--- src/include/sas_pkg.sv ---
// Package for the converter sequencer: register map, fields, reset values, timing
package sas_pkg;
  localparam logic [7:0] REG_CTRL_A = 8'h00;
  localparam logic [7:0] REG_CTRL_B = 8'h04;
  localparam logic [7:0] REG_RESULT = 8'h08;
  localparam logic [7:0] REG_FLAGS = 8'h0c;
  localparam logic [7:0] REG_IRQEN = 8'h10;
  localparam int CTRL_A_ON_BIT = 0;
  localparam int CTRL_A_GO_BIT = 1;
  localparam int CTRL_A_CHS_LSB = 2;
  localparam int CTRL_B_REF_LSB = 0;
  localparam int CTRL_B_CKS_LSB = 4;
  localparam int FLAGS_DONE_BIT = 0;
  localparam int IRQEN_EN_BIT = 0;
  localparam logic [3:0] CHS_RESET = 4'h0;
  localparam logic [1:0] REF_RESET = 2'h0;
  localparam logic [2:0] CKS_RESET = 3'h0;
  localparam logic [7:0] RESULT_RESET = 8'h00;
  localparam logic [3:0] CHS_FIXED_REF = 4'hf;
  localparam logic [1:0] REF_SUPPLY = 2'h0;
  localparam logic [1:0] REF_EXT_PIN = 2'h2;
  localparam logic [1:0] REF_INTERNAL = 2'h3;
  localparam logic [1:0] CKS_RC_LOW = 2'h3;
  localparam int SAR_BITS = 8;
  localparam logic [3:0] TAD_PER_CONV = 4'ha;
  localparam logic [6:0] DIV_MAX = 7'h40;
  localparam int INSTR_CYCLES = 4;
  localparam logic [2:0] INSTR_DELAY = 3'(INSTR_CYCLES);
  localparam logic [31:0] UNMAPPED_DATA = 32'h0000_0000;
  typedef struct packed {
    logic [3:0] channel_select;
    logic [1:0] reference_select;
    logic sample_hold;
    logic converter_power;
  } sas_analog_t;
  function automatic logic [6:0] sas_div_of(input logic [2:0] cks);
    case (cks)
      3'h0: sas_div_of = 7'h02;
      3'h4: sas_div_of = 7'h04;
      3'h1: sas_div_of = 7'h08;
      3'h5: sas_div_of = 7'h10;
      3'h2: sas_div_of = 7'h20;
      3'h6: sas_div_of = 7'h40;
      default: sas_div_of = 7'h02;
    endcase
  endfunction : sas_div_of
endpackage : sas_pkg

--- src/hw/sas_tad_gen.sv ---
// Bit-period tick generator: system clock divider or dedicated RC clock
`timescale 1ns/10ps
`default_nettype none
module sas_tad_gen (
  input wire logic pclk,
  input wire logic presetn,
  input wire logic run,
  input wire logic [2:0] conv_clock_select,
  input wire logic rc_tick,
  output logic tad_tick
);
  import sas_pkg::*;
  logic [6:0] cnt_r;
  logic [6:0] div;
  logic use_rc;
  assign div = sas_div_of(conv_clock_select);
  assign use_rc = (conv_clock_select[1:0] == CKS_RC_LOW);
  // Divider restarts with each conversion so the first period is whole
  always_ff @(posedge pclk or negedge presetn) begin
    if (!presetn) begin
      cnt_r <= 7'h00;
    end else if (!run || cnt_r >= div - 7'h01) begin
      cnt_r <= 7'h00;
    end else begin
      cnt_r <= cnt_r + 7'h01;
    end
  end
  assign tad_tick = run && (use_rc ? rc_tick : (cnt_r == div - 7'h01));
endmodule : sas_tad_gen
`default_nettype wire

--- src/hw/sas_seq.sv ---
// Converter sequencer top: APB registers, successive approximation, sleep control
`timescale 1ns/10ps
`default_nettype none
// Notes on behaviour
// - Eight-bit successive approximation result stored
// - Channel field drives mux; software waits settling
// - Reference field picks positive reference; negative ground
// - Clock select encodes divide ratios or RC
// - Conversion lasts ten bit periods
// - Non-RC clock derives from system clock
// - Done flag set on every completion
// - Enabled interrupt wakes core from sleep
// - Converter on required; go starts conversion
// - Completion clears go, sets flag, loads result
// - Go-clear abort fills bits with last bit; other aborts keep result
// - Reset clears registers and stops conversion
// - Sleep conversions only with RC clock
// - RC clock delays start one instruction
// - Sleep completion without interrupt powers down
// - Sleep with non-RC clock aborts, powers down
// - Trigger sets go and clears timer
// - Four-bit channel field; 1111 fixed reference
// - Reference encoding supply, pin, internal
// - Go reads one while converting
module sas_seq (
  input wire logic pclk,
  input wire logic presetn,
  input wire logic psel,
  input wire logic penable,
  input wire logic pwrite,
  input wire logic [7:0] paddr,
  input wire logic [31:0] pwdata,
  output logic [31:0] prdata,
  output logic pready,
  output logic pslverr,
  input wire logic comparator_high,
  input wire logic rc_tick,
  input wire logic sleep_active,
  input wire logic special_trigger,
  output sas_pkg::sas_analog_t analog_ctrl,
  output logic [sas_pkg::SAR_BITS-1:0] dac_code,
  output logic timer_clear,
  output logic wake_request,
  output logic conversion_irq
);
  import sas_pkg::*;
  typedef enum logic [3:0] {
    ST_IDLE = 4'b0001,
    ST_DELAY = 4'b0010,
    ST_CONV = 4'b0100,
    ST_OFF = 4'b1000
  } sas_state_t;
  sas_state_t state_r;
  sas_state_t state_nxt;
  logic converter_on_r;
  logic convert_go_r;
  logic [3:0] channel_select_r;
  logic [1:0] reference_select_r;
  logic [2:0] conv_clock_select_r;
  logic [7:0] conversion_result_r;
  logic conversion_done_flag_r;
  logic conversion_irq_enable_r;
  logic [7:0] sar_r;
  logic [3:0] tad_cnt_r;
  logic [2:0] dly_r;
  logic wr_en;
  logic rd_en;
  logic tad_tick;
  logic rc_sel;
  logic go_wr_set;
  logic go_wr_clr;
  logic start_req;
  logic finish;
  logic abort_sw;
  logic abort_sleep;
  logic [7:0] partial;
  logic [7:0] final_val;
  logic [2:0] bit_idx;
  assign wr_en = psel && penable && pwrite;
  assign rd_en = psel && penable && !pwrite;
  assign pready = 1'b1;
  assign rc_sel = (conv_clock_select_r[1:0] == CKS_RC_LOW);
  assign go_wr_set = wr_en && paddr == REG_CTRL_A && pwdata[CTRL_A_GO_BIT];
  assign go_wr_clr = wr_en && paddr == REG_CTRL_A && !pwdata[CTRL_A_GO_BIT];
  // Enable must already be set from an earlier write
  assign start_req = converter_on_r && (go_wr_set || special_trigger);
  assign timer_clear = special_trigger;
  assign finish = state_r == ST_CONV && tad_tick && tad_cnt_r == TAD_PER_CONV - 4'h1;
  assign abort_sw = state_r == ST_CONV && go_wr_clr;
  assign abort_sleep = sleep_active && !rc_sel && state_r == ST_CONV;
  // Bits 7..0 resolved during periods 1..8; period 0 samples, period 9 settles
  assign bit_idx = 3'(7 - (int'(tad_cnt_r) - 1));

  always_comb begin
    partial = sar_r;
    // Unresolved bits copy the last resolved bit
    if (tad_cnt_r >= 4'h2 && tad_cnt_r <= 4'h8) begin
      for (int i = 0; i < 8; i++) begin
        if (i < 8 - (int'(tad_cnt_r) - 1)) begin
          partial[i] = sar_r[8 - (int'(tad_cnt_r) - 1)];
        end
      end
    end else if (tad_cnt_r < 4'h2) begin
      partial = RESULT_RESET;
    end
  end

  assign final_val = sar_r;

  sas_tad_gen u_tad (
    .pclk(pclk),
    .presetn(presetn),
    .run(state_r == ST_CONV),
    .conv_clock_select(conv_clock_select_r),
    .rc_tick(rc_tick),
    .tad_tick(tad_tick)
  );

  always_comb begin
    state_nxt = state_r;
    case (state_r)
      ST_IDLE: begin
        if (start_req && !(sleep_active && !rc_sel)) begin
          state_nxt = rc_sel ? ST_DELAY : ST_CONV;
        end
      end
      ST_DELAY: begin
        if (!convert_go_r || !converter_on_r) begin
          state_nxt = ST_IDLE;
        end else if (dly_r == INSTR_DELAY - 3'h1) begin
          state_nxt = ST_CONV;
        end
      end
      ST_CONV: begin
        if (abort_sleep) begin
          state_nxt = ST_OFF;
        end else if (!converter_on_r || abort_sw) begin
          state_nxt = ST_IDLE;
        end else if (finish) begin
          state_nxt = (sleep_active && !conversion_irq_enable_r) ? ST_OFF : ST_IDLE;
        end
      end
      ST_OFF: begin
        // Stays powered down until the core wakes
        if (!sleep_active) begin
          state_nxt = ST_IDLE;
        end
      end
      default: state_nxt = ST_IDLE;
    endcase
  end

  always_ff @(posedge pclk or negedge presetn) begin
    if (!presetn) begin
      state_r <= ST_IDLE;
    end else begin
      state_r <= state_nxt;
    end
  end

  always_ff @(posedge pclk or negedge presetn) begin
    if (!presetn) begin
      dly_r <= 3'h0;
    end else if (state_r == ST_DELAY) begin
      dly_r <= dly_r + 3'h1;
    end else begin
      dly_r <= 3'h0;
    end
  end

  always_ff @(posedge pclk or negedge presetn) begin
    if (!presetn) begin
      tad_cnt_r <= 4'h0;
      sar_r <= RESULT_RESET;
    end else if (state_r != ST_CONV) begin
      tad_cnt_r <= 4'h0;
      sar_r <= RESULT_RESET;
    end else if (tad_tick) begin
      tad_cnt_r <= tad_cnt_r + 4'h1;
      if (tad_cnt_r >= 4'h1 && tad_cnt_r <= 4'h8) begin
        sar_r[bit_idx] <= !comparator_high;
      end
    end
  end

  always_comb begin
    dac_code = sar_r;
    if (state_r == ST_CONV && tad_cnt_r >= 4'h1 && tad_cnt_r <= 4'h8) begin
      dac_code[bit_idx] = 1'b1;
    end
  end

  always_ff @(posedge pclk or negedge presetn) begin
    if (!presetn) begin
      converter_on_r <= 1'b0;
      channel_select_r <= CHS_RESET;
      reference_select_r <= REF_RESET;
      conv_clock_select_r <= CKS_RESET;
      conversion_irq_enable_r <= 1'b0;
    end else if (wr_en) begin
      case (paddr)
        REG_CTRL_A: begin
          converter_on_r <= pwdata[CTRL_A_ON_BIT];
          channel_select_r <= pwdata[CTRL_A_CHS_LSB +: 4];
        end
        REG_CTRL_B: begin
          reference_select_r <= pwdata[CTRL_B_REF_LSB +: 2];
          conv_clock_select_r <= pwdata[CTRL_B_CKS_LSB +: 3];
        end
        REG_IRQEN: conversion_irq_enable_r <= pwdata[IRQEN_EN_BIT];
        default: ;
      endcase
    end
  end

  always_ff @(posedge pclk or negedge presetn) begin
    if (!presetn) begin
      convert_go_r <= 1'b0;
    end else if (start_req && state_r == ST_IDLE && !(sleep_active && !rc_sel)) begin
      convert_go_r <= 1'b1;
    end else if (state_r == ST_CONV && (finish || abort_sw || abort_sleep)) begin
      convert_go_r <= 1'b0;
    end else if (!converter_on_r || state_r == ST_IDLE || go_wr_clr) begin
      convert_go_r <= 1'b0;
    end
  end

  always_ff @(posedge pclk or negedge presetn) begin
    if (!presetn) begin
      conversion_result_r <= RESULT_RESET;
    end else if (finish) begin
      conversion_result_r <= {final_val[7:1], !comparator_high && 1'b0 || final_val[0]};
    end else if (abort_sw) begin
      conversion_result_r <= partial;
    end
  end

  // Set beats a same-cycle clear
  always_ff @(posedge pclk or negedge presetn) begin
    if (!presetn) begin
      conversion_done_flag_r <= 1'b0;
    end else if (finish) begin
      conversion_done_flag_r <= 1'b1;
    end else if (wr_en && paddr == REG_FLAGS && !pwdata[FLAGS_DONE_BIT]) begin
      conversion_done_flag_r <= 1'b0;
    end
  end

  assign conversion_irq = conversion_done_flag_r && conversion_irq_enable_r;
  assign wake_request = conversion_irq && sleep_active;

  always_comb begin
    analog_ctrl.channel_select = channel_select_r;
    analog_ctrl.reference_select = reference_select_r;
    analog_ctrl.sample_hold = state_r == ST_CONV && tad_cnt_r == 4'h0;
    analog_ctrl.converter_power = converter_on_r && state_r != ST_OFF;
  end

  always_ff @(posedge pclk or negedge presetn) begin
    if (!presetn) begin
      prdata <= UNMAPPED_DATA;
    end else if (psel && !penable && !pwrite) begin
      case (paddr)
        REG_CTRL_A: prdata <= {26'h0, channel_select_r, convert_go_r, converter_on_r};
        REG_CTRL_B: prdata <= {25'h0, conv_clock_select_r, 2'h0, reference_select_r};
        REG_RESULT: prdata <= {24'h0, conversion_result_r};
        REG_FLAGS: prdata <= {31'h0, conversion_done_flag_r};
        REG_IRQEN: prdata <= {31'h0, conversion_irq_enable_r};
        default: prdata <= UNMAPPED_DATA;
      endcase
    end
  end

  assign pslverr = (psel && penable) && !(paddr == REG_CTRL_A || paddr == REG_CTRL_B
    || paddr == REG_RESULT || paddr == REG_FLAGS || paddr == REG_IRQEN);

  done_sets_a: assert property (@(posedge pclk) disable iff (!presetn)
    finish |=> conversion_done_flag_r) else $error("done flag not set");
  go_clears_a: assert property (@(posedge pclk) disable iff (!presetn)
    finish |=> !convert_go_r) else $error("go not cleared");
  off_nostart_a: assert property (@(posedge pclk) disable iff (!presetn)
    (state_r == ST_IDLE && !converter_on_r) |=> state_r != ST_CONV) else $error("start while off");
  wake_a: assert property (@(posedge pclk) disable iff (!presetn)
    (sleep_active && conversion_done_flag_r && conversion_irq_enable_r) |-> wake_request)
    else $error("no wake");
  sleep_abort_a: assert property (@(posedge pclk) disable iff (!presetn)
    abort_sleep |=> state_r == ST_OFF && !convert_go_r) else $error("sleep abort failed");
  rc_delay_a: assert property (@(posedge pclk) disable iff (!presetn)
    (state_r == ST_IDLE && state_nxt == ST_DELAY) |=> state_r != ST_CONV)
    else $error("rc start not delayed");
  go_reads_a: assert property (@(posedge pclk) disable iff (!presetn)
    state_r == ST_CONV && $past(state_r) == ST_CONV |-> convert_go_r || $past(abort_sw))
    else $error("go low mid conversion");
  ten_tad_a: assert property (@(posedge pclk) disable iff (!presetn)
    finish |-> tad_cnt_r == 4'h9) else $error("conversion not ten periods");
endmodule : sas_seq
`default_nettype wire

--- config.mk ---
export PLATFORM = sky130hd
export DESIGN_NAME = sas_seq
export DESIGN_NICKNAME = d
export VERILOG_FILES = /design/src/include/sas_pkg.sv /design/src/hw/sas_tad_gen.sv /design/src/hw/sas_seq.sv
export SDC_FILE = /design/constraint.sdc
export NUM_CORES = 1
export LEC_CHECK = 0
export ABC_AREA = 1
export BUFFER_PORTS_ARGS = -buffer_cell sky130_fd_sc_hd__buf_2
export CAP_MARGIN = 20
export CORE_MARGIN = 4
export CORE_UTILIZATION = 58
export CTS_CLUSTER_DIAMETER = 100
export CTS_CLUSTER_SIZE = 16
export DETAILED_ROUTE_END_ITERATION = 7
export PLACE_DENSITY = 0.95
export SKIP_CTS_REPAIR_TIMING = 1
export SYNTH_ARGS = -nofsm -noshare
export SYNTH_HDL_FRONTEND = slang
export SYNTH_HIERARCHICAL = 1
export SYNTH_SLANG_ARGS = --single-unit
--- constraint.sdc ---
create_clock -name pclk -period 6.7 [get_ports pclk]
set_input_delay 1.005 -clock pclk [delete_from_list [all_inputs] [get_ports pclk]]
set_output_delay 1.005 -clock pclk [all_outputs]
set_load 0.01 [all_outputs]
==> flow_metrics.env, run 1 <==
export IMPL_grt_max_degree=56
export IMPL_cp_slowest_cell="a21oi_1"
export IMPL_critPathCapture="conversion_result_r[6]$_DFFE_PN0P_"
export IMPL_end_kind="flop"
export IMPL_period_share=0.588
export IMPL_slew_violations=0
export IMPL_gp_congestion=0.910
export IMPL_n_antenna_cell=0
export IMPL_r2r_start="conv_clock_select_r[0]$_DFFE_PN0P_"
export IMPL_peakVddDrop_mv=0.115
export IMPL_run_status="finished, final reports clean"
export IMPL_synth_seq_area_share=0.353
export IMPL_whs_ps=444
export IMPL_critPathLaunch="conv_clock_select_r[0]$_DFFE_PN0P_"
export IMPL_reg2reg_to="conversion_result_r[6]$_DFFE_PN0P_"
export IMPL_ios=102
export IMPL_synth_area_mm2=0.00390
export IMPL_drt_iter0_markers=293
export IMPL_slew_headroom=0.480
export IMPL_pre_cts_ws_ps=3000
export IMPL_powerDensity_mw_per_mm2=164
export IMPL_antenna_left=0
export IMPL_die_area_mm2=0.00810
export IMPL_n_fill_cell=522
export IMPL_area_delta_synth_final_pct=8.05
export IMPL_max_freq_mhz=254
export IMPL_synth_ff_type="dfrtp_1"
export IMPL_regToRegSetupSlack_ps=2760
export IMPL_clkSlewWorstSetupHoldPaths_ps=110
export IMPL_critPathMostFrequentCell="nand2_1"
export IMPL_yosysMostFrequentCell="nand2_1"
export IMPL_fin_crit_ps=3940
export IMPL_grt_util_all_layers=0.231
export IMPL_max_stage_delay_ps=610
export IMPL_cts_buffers=5
export IMPL_hold_path_class="flop to flop"
export IMPL_grt_pass1_vias=3636
export IMPL_yosys_warnings=6
export IMPL_tritoncts="yes"
export IMPL_port_buffer_count=51
export IMPL_synthCells=543
export IMPL_max_cap_violations=0
export IMPL_synth_common_cells="nand2_1, inv_1, dfrtp_1"
export IMPL_synth_cell_types=42
export IMPL_die_w_um=90.0
export IMPL_grt_overflow_total=0
export IMPL_htree_levels=2
export IMPL_worst_slack_ps=2760
export IMPL_dp_hpwl_mm=6.90
export IMPL_synth_top_cell_by_area="dfrtp_1"
export IMPL_setup_tns_final_ps=0
export IMPL_initial_utilization=0.604
export IMPL_num_rows=29
export IMPL_clk_latency_ps=330
export IMPL_worst_slew_pin_transition_ps=780
export IMPL_synthTopCellsByArea="dfrtp_1, nand2_1, ha_1"
export IMPL_synthArstFlopShare=1.00
export IMPL_dp_cells=663
export IMPL_final_setup_skew_ps=19.8
export IMPL_ys_seq_elements=55
export IMPL_vias=3760
export IMPL_r2r_cells=20
export IMPL_cts_buffer_depth=2
export IMPL_p_leak_nw=2.30
export IMPL_wl_mm=9.30
export IMPL_die_h_um=90.0
export IMPL_via_per_inst=5.60
export IMPL_synth_top_area_frac=0.346
export IMPL_core_mm2=0.00646
export IMPL_path_cells="inv_1 -> ha_1 -> inv_2 -> nor2_1 -> nand2_1 -> nand2_1 -> o21ai_1 -> ha_1 -> nand2_1 -> nor2_1 -> nand2b_1 -> a21oi_1 -> nand3_1 -> nor2_2 -> inv_1 -> nand2_1 -> inv_2 -> a21oi_1 -> nand2_1 -> nand2_1"
export IMPL_antenna_found_initial=0
export IMPL_fin_cells=671
export IMPL_setup_viol=0
export IMPL_worstPathArrival_ps=4210
export IMPL_cts_sinks=55
export IMPL_firstDrtPassIters=6
export IMPL_synth_edff_count=0
export IMPL_cts_root_buf="clkbuf_8"
export IMPL_worst_endpoint_required_ps=6970
export IMPL_hold_viol=0
export IMPL_worst_setup_path_start_kind="flop"
export IMPL_avgSynthCellArea_um2=7.19
export IMPL_final_nets=662
export IMPL_total_power_uw=690
export IMPL_wl_per_cell_um=13.9
export IMPL_rsz0062_at_grt="false"
export IMPL_post_route_cells_drive_above_1_share=0.170
export IMPL_criticalPathCategory="flop to flop"
export IMPL_drc=0
export IMPL_critPathMaxFanout=9
export IMPL_grt_pass1_wl_mm=15.8
==> logic make-up after synthesis <==
| family | count (synthesis) | synth area share |
|---|---|---|
| AND/OR/NAND/NOR | 247 | 0.284 |
| buffers and inverters | 112 | 0.135 |
| XOR/XNOR | 3 | 0.00673 |
| flip-flops | 55 | 0.353 |
| multiplexers | 3 | 0.00866 |
| AO/OA/AOI/OAI | 101 | 0.146 |
| adder cells (fa/ha/maj) | 20 | 0.0641 |
| other | 2 | 0.00192 |
==> layout by cell type, fill, tap and decap left out, drive strengths merged <==
cell	count
nand4	7
a221oi	1
nand3	39
nor3	7
clkbuf	5
dfrtp	54
conb	25
and3	1
a22o	5
xor2	2
a31oi	3
o21bai	1
ha	20
o211ai	3
clkinv	3
or2	2
mux2	3
nand2	143
o21ai	47
nor2	43
xnor2	1
inv	79
a21oi	35
nor4	2
nand3b	2
clkinvlp	1
dfstp	1
nand2b	1
o22ai	5
a2bb2oi	1
buf	52
==> critical path, delay by kind of cell, from the launching register on <==
kind,cells,cell delay (ps)
AND/OR/NAND/NOR,11,1510
AO/OA/AOI/OAI,3,820
flip-flops,1,490
buffers and inverters,4,430
adder cells (fa/ha/maj),2,630
==> registers in the layout (all words and copies together), names as in the netlist <==
name,cells
tad_cnt_r,4
conversion_result_r,8
u_tad/cnt_r,7
state_r,4
final_val,8
dly_r,3
prdata,8
convert_go_r,1
channel_select_r,4
conversion_done_flag_r,1
reference_select_r,2
converter_on_r,1
conversion_irq_enable_r,1
conv_clock_select_r,3
==> how the worst min path moves through the flow <==
stage                        from                 end  slack, ps  cells after the start
2_1_floorplan  dly_r[0]$_DFF_PN0_  dly_r[0]$_DFF_PN0_        410                      1
3_3_place_gp   dly_r[0]$_DFF_PN0_  dly_r[0]$_DFF_PN0_        420                      1
3_5_place_dp   dly_r[0]$_DFF_PN0_  dly_r[0]$_DFF_PN0_        430                      1
4_1_cts        dly_r[0]$_DFF_PN0_  dly_r[0]$_DFF_PN0_        450                      1
5_1_grt        dly_r[0]$_DFF_PN0_  dly_r[0]$_DFF_PN0_        460                      1
6_report       dly_r[0]$_DFF_PN0_  dly_r[0]$_DFF_PN0_        440                      1
==> per-stage QoR <==
stage,area [um2],utilization
final,4220,0.653
after global routing,4220,0.653
after CTS,4220,0.653
after detailed placement,4120,0.638
after global placement,4120,0.638
after floorplan,3990,-
==> per-layer routing <==
layer	global-route usage	vias up	wire length [um]
met2	0.412	183	4710
met3	0.0409	25	665
met5	0	-	0
li1	-	1824	-
met1	0.283	1728	3750
met4	0.0753	0	172
==> report_power, final <==
| part | internal [mW] | switching (mW) |
|---|---|---|
| combinational | 0.0394 | 0.0930 |
| clock | 0.0771 | 0.124 |
| sequential | 0.345 | 0.0110 |
==> cell type report <==
type                    instances  area, um2  area share
multi-input cells             399       2080       0.494
flip-flops and latches         55       1380       0.327
inverters                      80        300      0.0712
repair buffers                 52        263      0.0623
well taps                      77       96.3      0.0228
clock buffers                   5       68.8      0.0163
clock inverters                 3       27.5     0.00653
Power figures use the tool's default switching activity.
==> run 2: changes to the inputs <==
--- a/config.mk
+++ b/config.mk
@@ -9,11 +9,11 @@
 export BUFFER_PORTS_ARGS = -buffer_cell sky130_fd_sc_hd__buf_2
 export CAP_MARGIN = 20
 export CORE_MARGIN = 4
-export CORE_UTILIZATION = 58
+export CORE_UTILIZATION = 49
 export CTS_CLUSTER_DIAMETER = 100
 export CTS_CLUSTER_SIZE = 16
 export DETAILED_ROUTE_END_ITERATION = 7
-export PLACE_DENSITY = 0.95
+export PLACE_DENSITY = 0.86
 export SKIP_CTS_REPAIR_TIMING = 1
 export SYNTH_ARGS = -nofsm -noshare
 export SYNTH_HDL_FRONTEND = slang
==> constraint.sdc (replaced) <==
create_clock -name pclk -period 3.2 [get_ports pclk]
set_input_delay 0.48 -clock pclk [delete_from_list [all_inputs] [get_ports pclk]]
set_output_delay 0.48 -clock pclk [all_outputs]
set_load 0.01 [all_outputs]
==> flow_metrics.env, run 2 (same netlist as run 1, synthesis figures left out) <==
export IMPL_run_status="finished, final reports clean"
export IMPL_post_route_cells_drive_above_1_share=0.187
export IMPL_drt_iter0_markers=252
export IMPL_layout_commonest_cell="nand2_1"
export IMPL_critPathMaxFanout=16
export IMPL_vias=3688
export IMPL_n_fill_cell=706
export IMPL_total_power_mw=1.43
export IMPL_period_share=0.916
export IMPL_clkSlewWorstSetupHoldPaths_ps=110
export IMPL_final_setup_skew_ps=12.8
export IMPL_combPwrFrac=0.194
export IMPL_gp_congestion=0.907
export IMPL_cts_buffer_depth=2
export IMPL_p_int_uw=967
export IMPL_worst_slack_ps=269
export IMPL_worst_slew_pin_transition_ps=898
export IMPL_die_area_mm2=0.00946
export IMPL_firstDrtPassIters=6
export IMPL_hold_viol=0
export IMPL_die_h_um=97.2
export IMPL_final_cell_mix="nand2_1, inv_1, dfrtp_1"
export IMPL_via_per_inst=5.25
export IMPL_dp_hpwl_mm=6.97
export IMPL_antenna_found_initial=0
export IMPL_drc=0
export IMPL_worst_setup_path_start_kind="flop"
export IMPL_core_mm2=0.00773
export IMPL_p_seq_frac=0.521
export IMPL_end_kind="flop"
export IMPL_num_rows=32
export IMPL_dp_cells=690
export IMPL_clkPwrFrac=0.285
export IMPL_grt_util_all_layers=0.188
export IMPL_peakVddDrop_mv=0.271
export IMPL_port_buffer_count=51
export IMPL_p_leak_nw=2.33
export IMPL_rsz0062_at_grt="false"
export IMPL_tritoncts="yes"
export IMPL_antenna_left=0
export IMPL_cts_root_buf="clkbuf_8"
export IMPL_max_cap_violations=0
export IMPL_clk_latency_ps=310
export IMPL_swShare=0.323
export IMPL_grt_pass1_wl_mm=15.3
export IMPL_reg2reg_to="final_val[3]$_DFFE_PN0P_"
export IMPL_r2r_start="conv_clock_select_r[0]$_DFFE_PN0P_"
export IMPL_grt_max_degree=41
export IMPL_final_nets=668
export IMPL_area_delta_synth_final_pct=10.2
export IMPL_hold_path_class="primary input to async pin"
export IMPL_cts_buffers=5
export IMPL_die_w_um=97.2
export IMPL_fin_crit_ps=2930
export IMPL_ios=102
export IMPL_htree_levels=2
export IMPL_worst_endpoint_required_ps=3430
export IMPL_slew_headroom=0.401
export IMPL_slew_violations=0
export IMPL_max_freq_mhz=341
export IMPL_r2r_cells=18
export IMPL_worstPathArrival_ps=3160
export IMPL_criticalPathCategory="flop to flop"
export IMPL_wl_mm=8.88
export IMPL_regToRegSetupSlack_ps=270
export IMPL_initial_utilization=0.505
export IMPL_power_switching_uw=462
export IMPL_cts_sinks=55
export IMPL_powerDensity_mw_per_mm2=332
export IMPL_setup_tns_final_ps=0
export IMPL_setup_viol=0
export IMPL_fin_cells=702
export IMPL_pre_cts_ws_ps=109
export IMPL_grt_overflow_total=0
export IMPL_n_antenna_cell=0
export IMPL_wl_per_cell_um=12.6
export IMPL_grt_pass1_vias=3453
export IMPL_post_route_util=0.557
run 2: cell count changes in the layout (fill, tap and decap cells not counted), sizes merged:
cell,before,now
buf,52,58
run 2: how the worst max path moves through the flow:
stage / start / endpoint / slack, ps / cells after the start
after floorplan: conv_clock_select_r[0]$_DFFE_PN0P_ / conversion_result_r[0]$_DFFE_PN0P_ / 340 / 21
after detailed placement: conv_clock_select_r[0]$_DFFE_PN0P_ / final_val[3]$_DFFE_PN0P_ / 110 / 18
final: conv_clock_select_r[0]$_DFFE_PN0P_ / final_val[3]$_DFFE_PN0P_ / 270 / 18
after global placement: conv_clock_select_r[0]$_DFFE_PN0P_ / conversion_result_r[2]$_DFFE_PN0P_ / 270 / 20
after CTS: conv_clock_select_r[0]$_DFFE_PN0P_ / final_val[3]$_DFFE_PN0P_ / 70 / 18
after global routing: conv_clock_select_r[0]$_DFFE_PN0P_ / final_val[6]$_DFFE_PN0P_ / 30 / 18
run 2: cell type report:
| type | count | area (um2) | area share |
|---|---|---|---|
| clock buffer | 5 | 68.8 | 0.0160 |
| clock inverter | 3 | 27.5 | 0.00640 |
| inverter | 80 | 300 | 0.0698 |
| multi-input combinational | 399 | 2090 | 0.486 |
| sequential | 55 | 1380 | 0.321 |
| tap | 102 | 128 | 0.0297 |
| timing repair buffer | 58 | 308 | 0.0716 |
run 2: layer usage:
metal,wire length [um],global-route usage,vias up
li1,-,-,1823
met1,3900,0.240,1740
met2,4380,0.330,114
met3,495,0.0352,11
met4,96,0.0437,0
met5,0,0,-
run 2: critical path, stage by stage (launching register included):
cell	delay (ps)
dfrtp_2	410
inv_1	70
ha_1	310
inv_2	40
nor2_2	140
nand2_1	80
nand2_1	60
o21ai_1	70
ha_1	300
nand2_1	80
nor2_1	150
nand2b_1	90
a21oi_2	190
buf_4	190
or2_2	140
o21ai_2	60
inv_2	220
a21oi_1	110
a21oi_1	140
run 2: through the flow:
step	hold WS, ps	cell area [um2]
after floorplan	184	3990
after global placement	420	4170
after detailed placement	433	4170
after CTS	309	4260
after global routing	355	4300
final	287	4300
run 2: power by group through the flow:
stage | Combinational [mW] | Clock, mW | Sequential, mW
6_report | 0.278 | 0.407 | 0.745
5_1_grt | 0.312 | 0.448 | 0.748
4_1_cts | 0.273 | 0.423 | 0.744
3_5_place_dp | 0.272 | 0 | 0.758
3_3_place_gp | 0.261 | 0 | 0.755
2_1_floorplan | 0.217 | 0 | 0.754
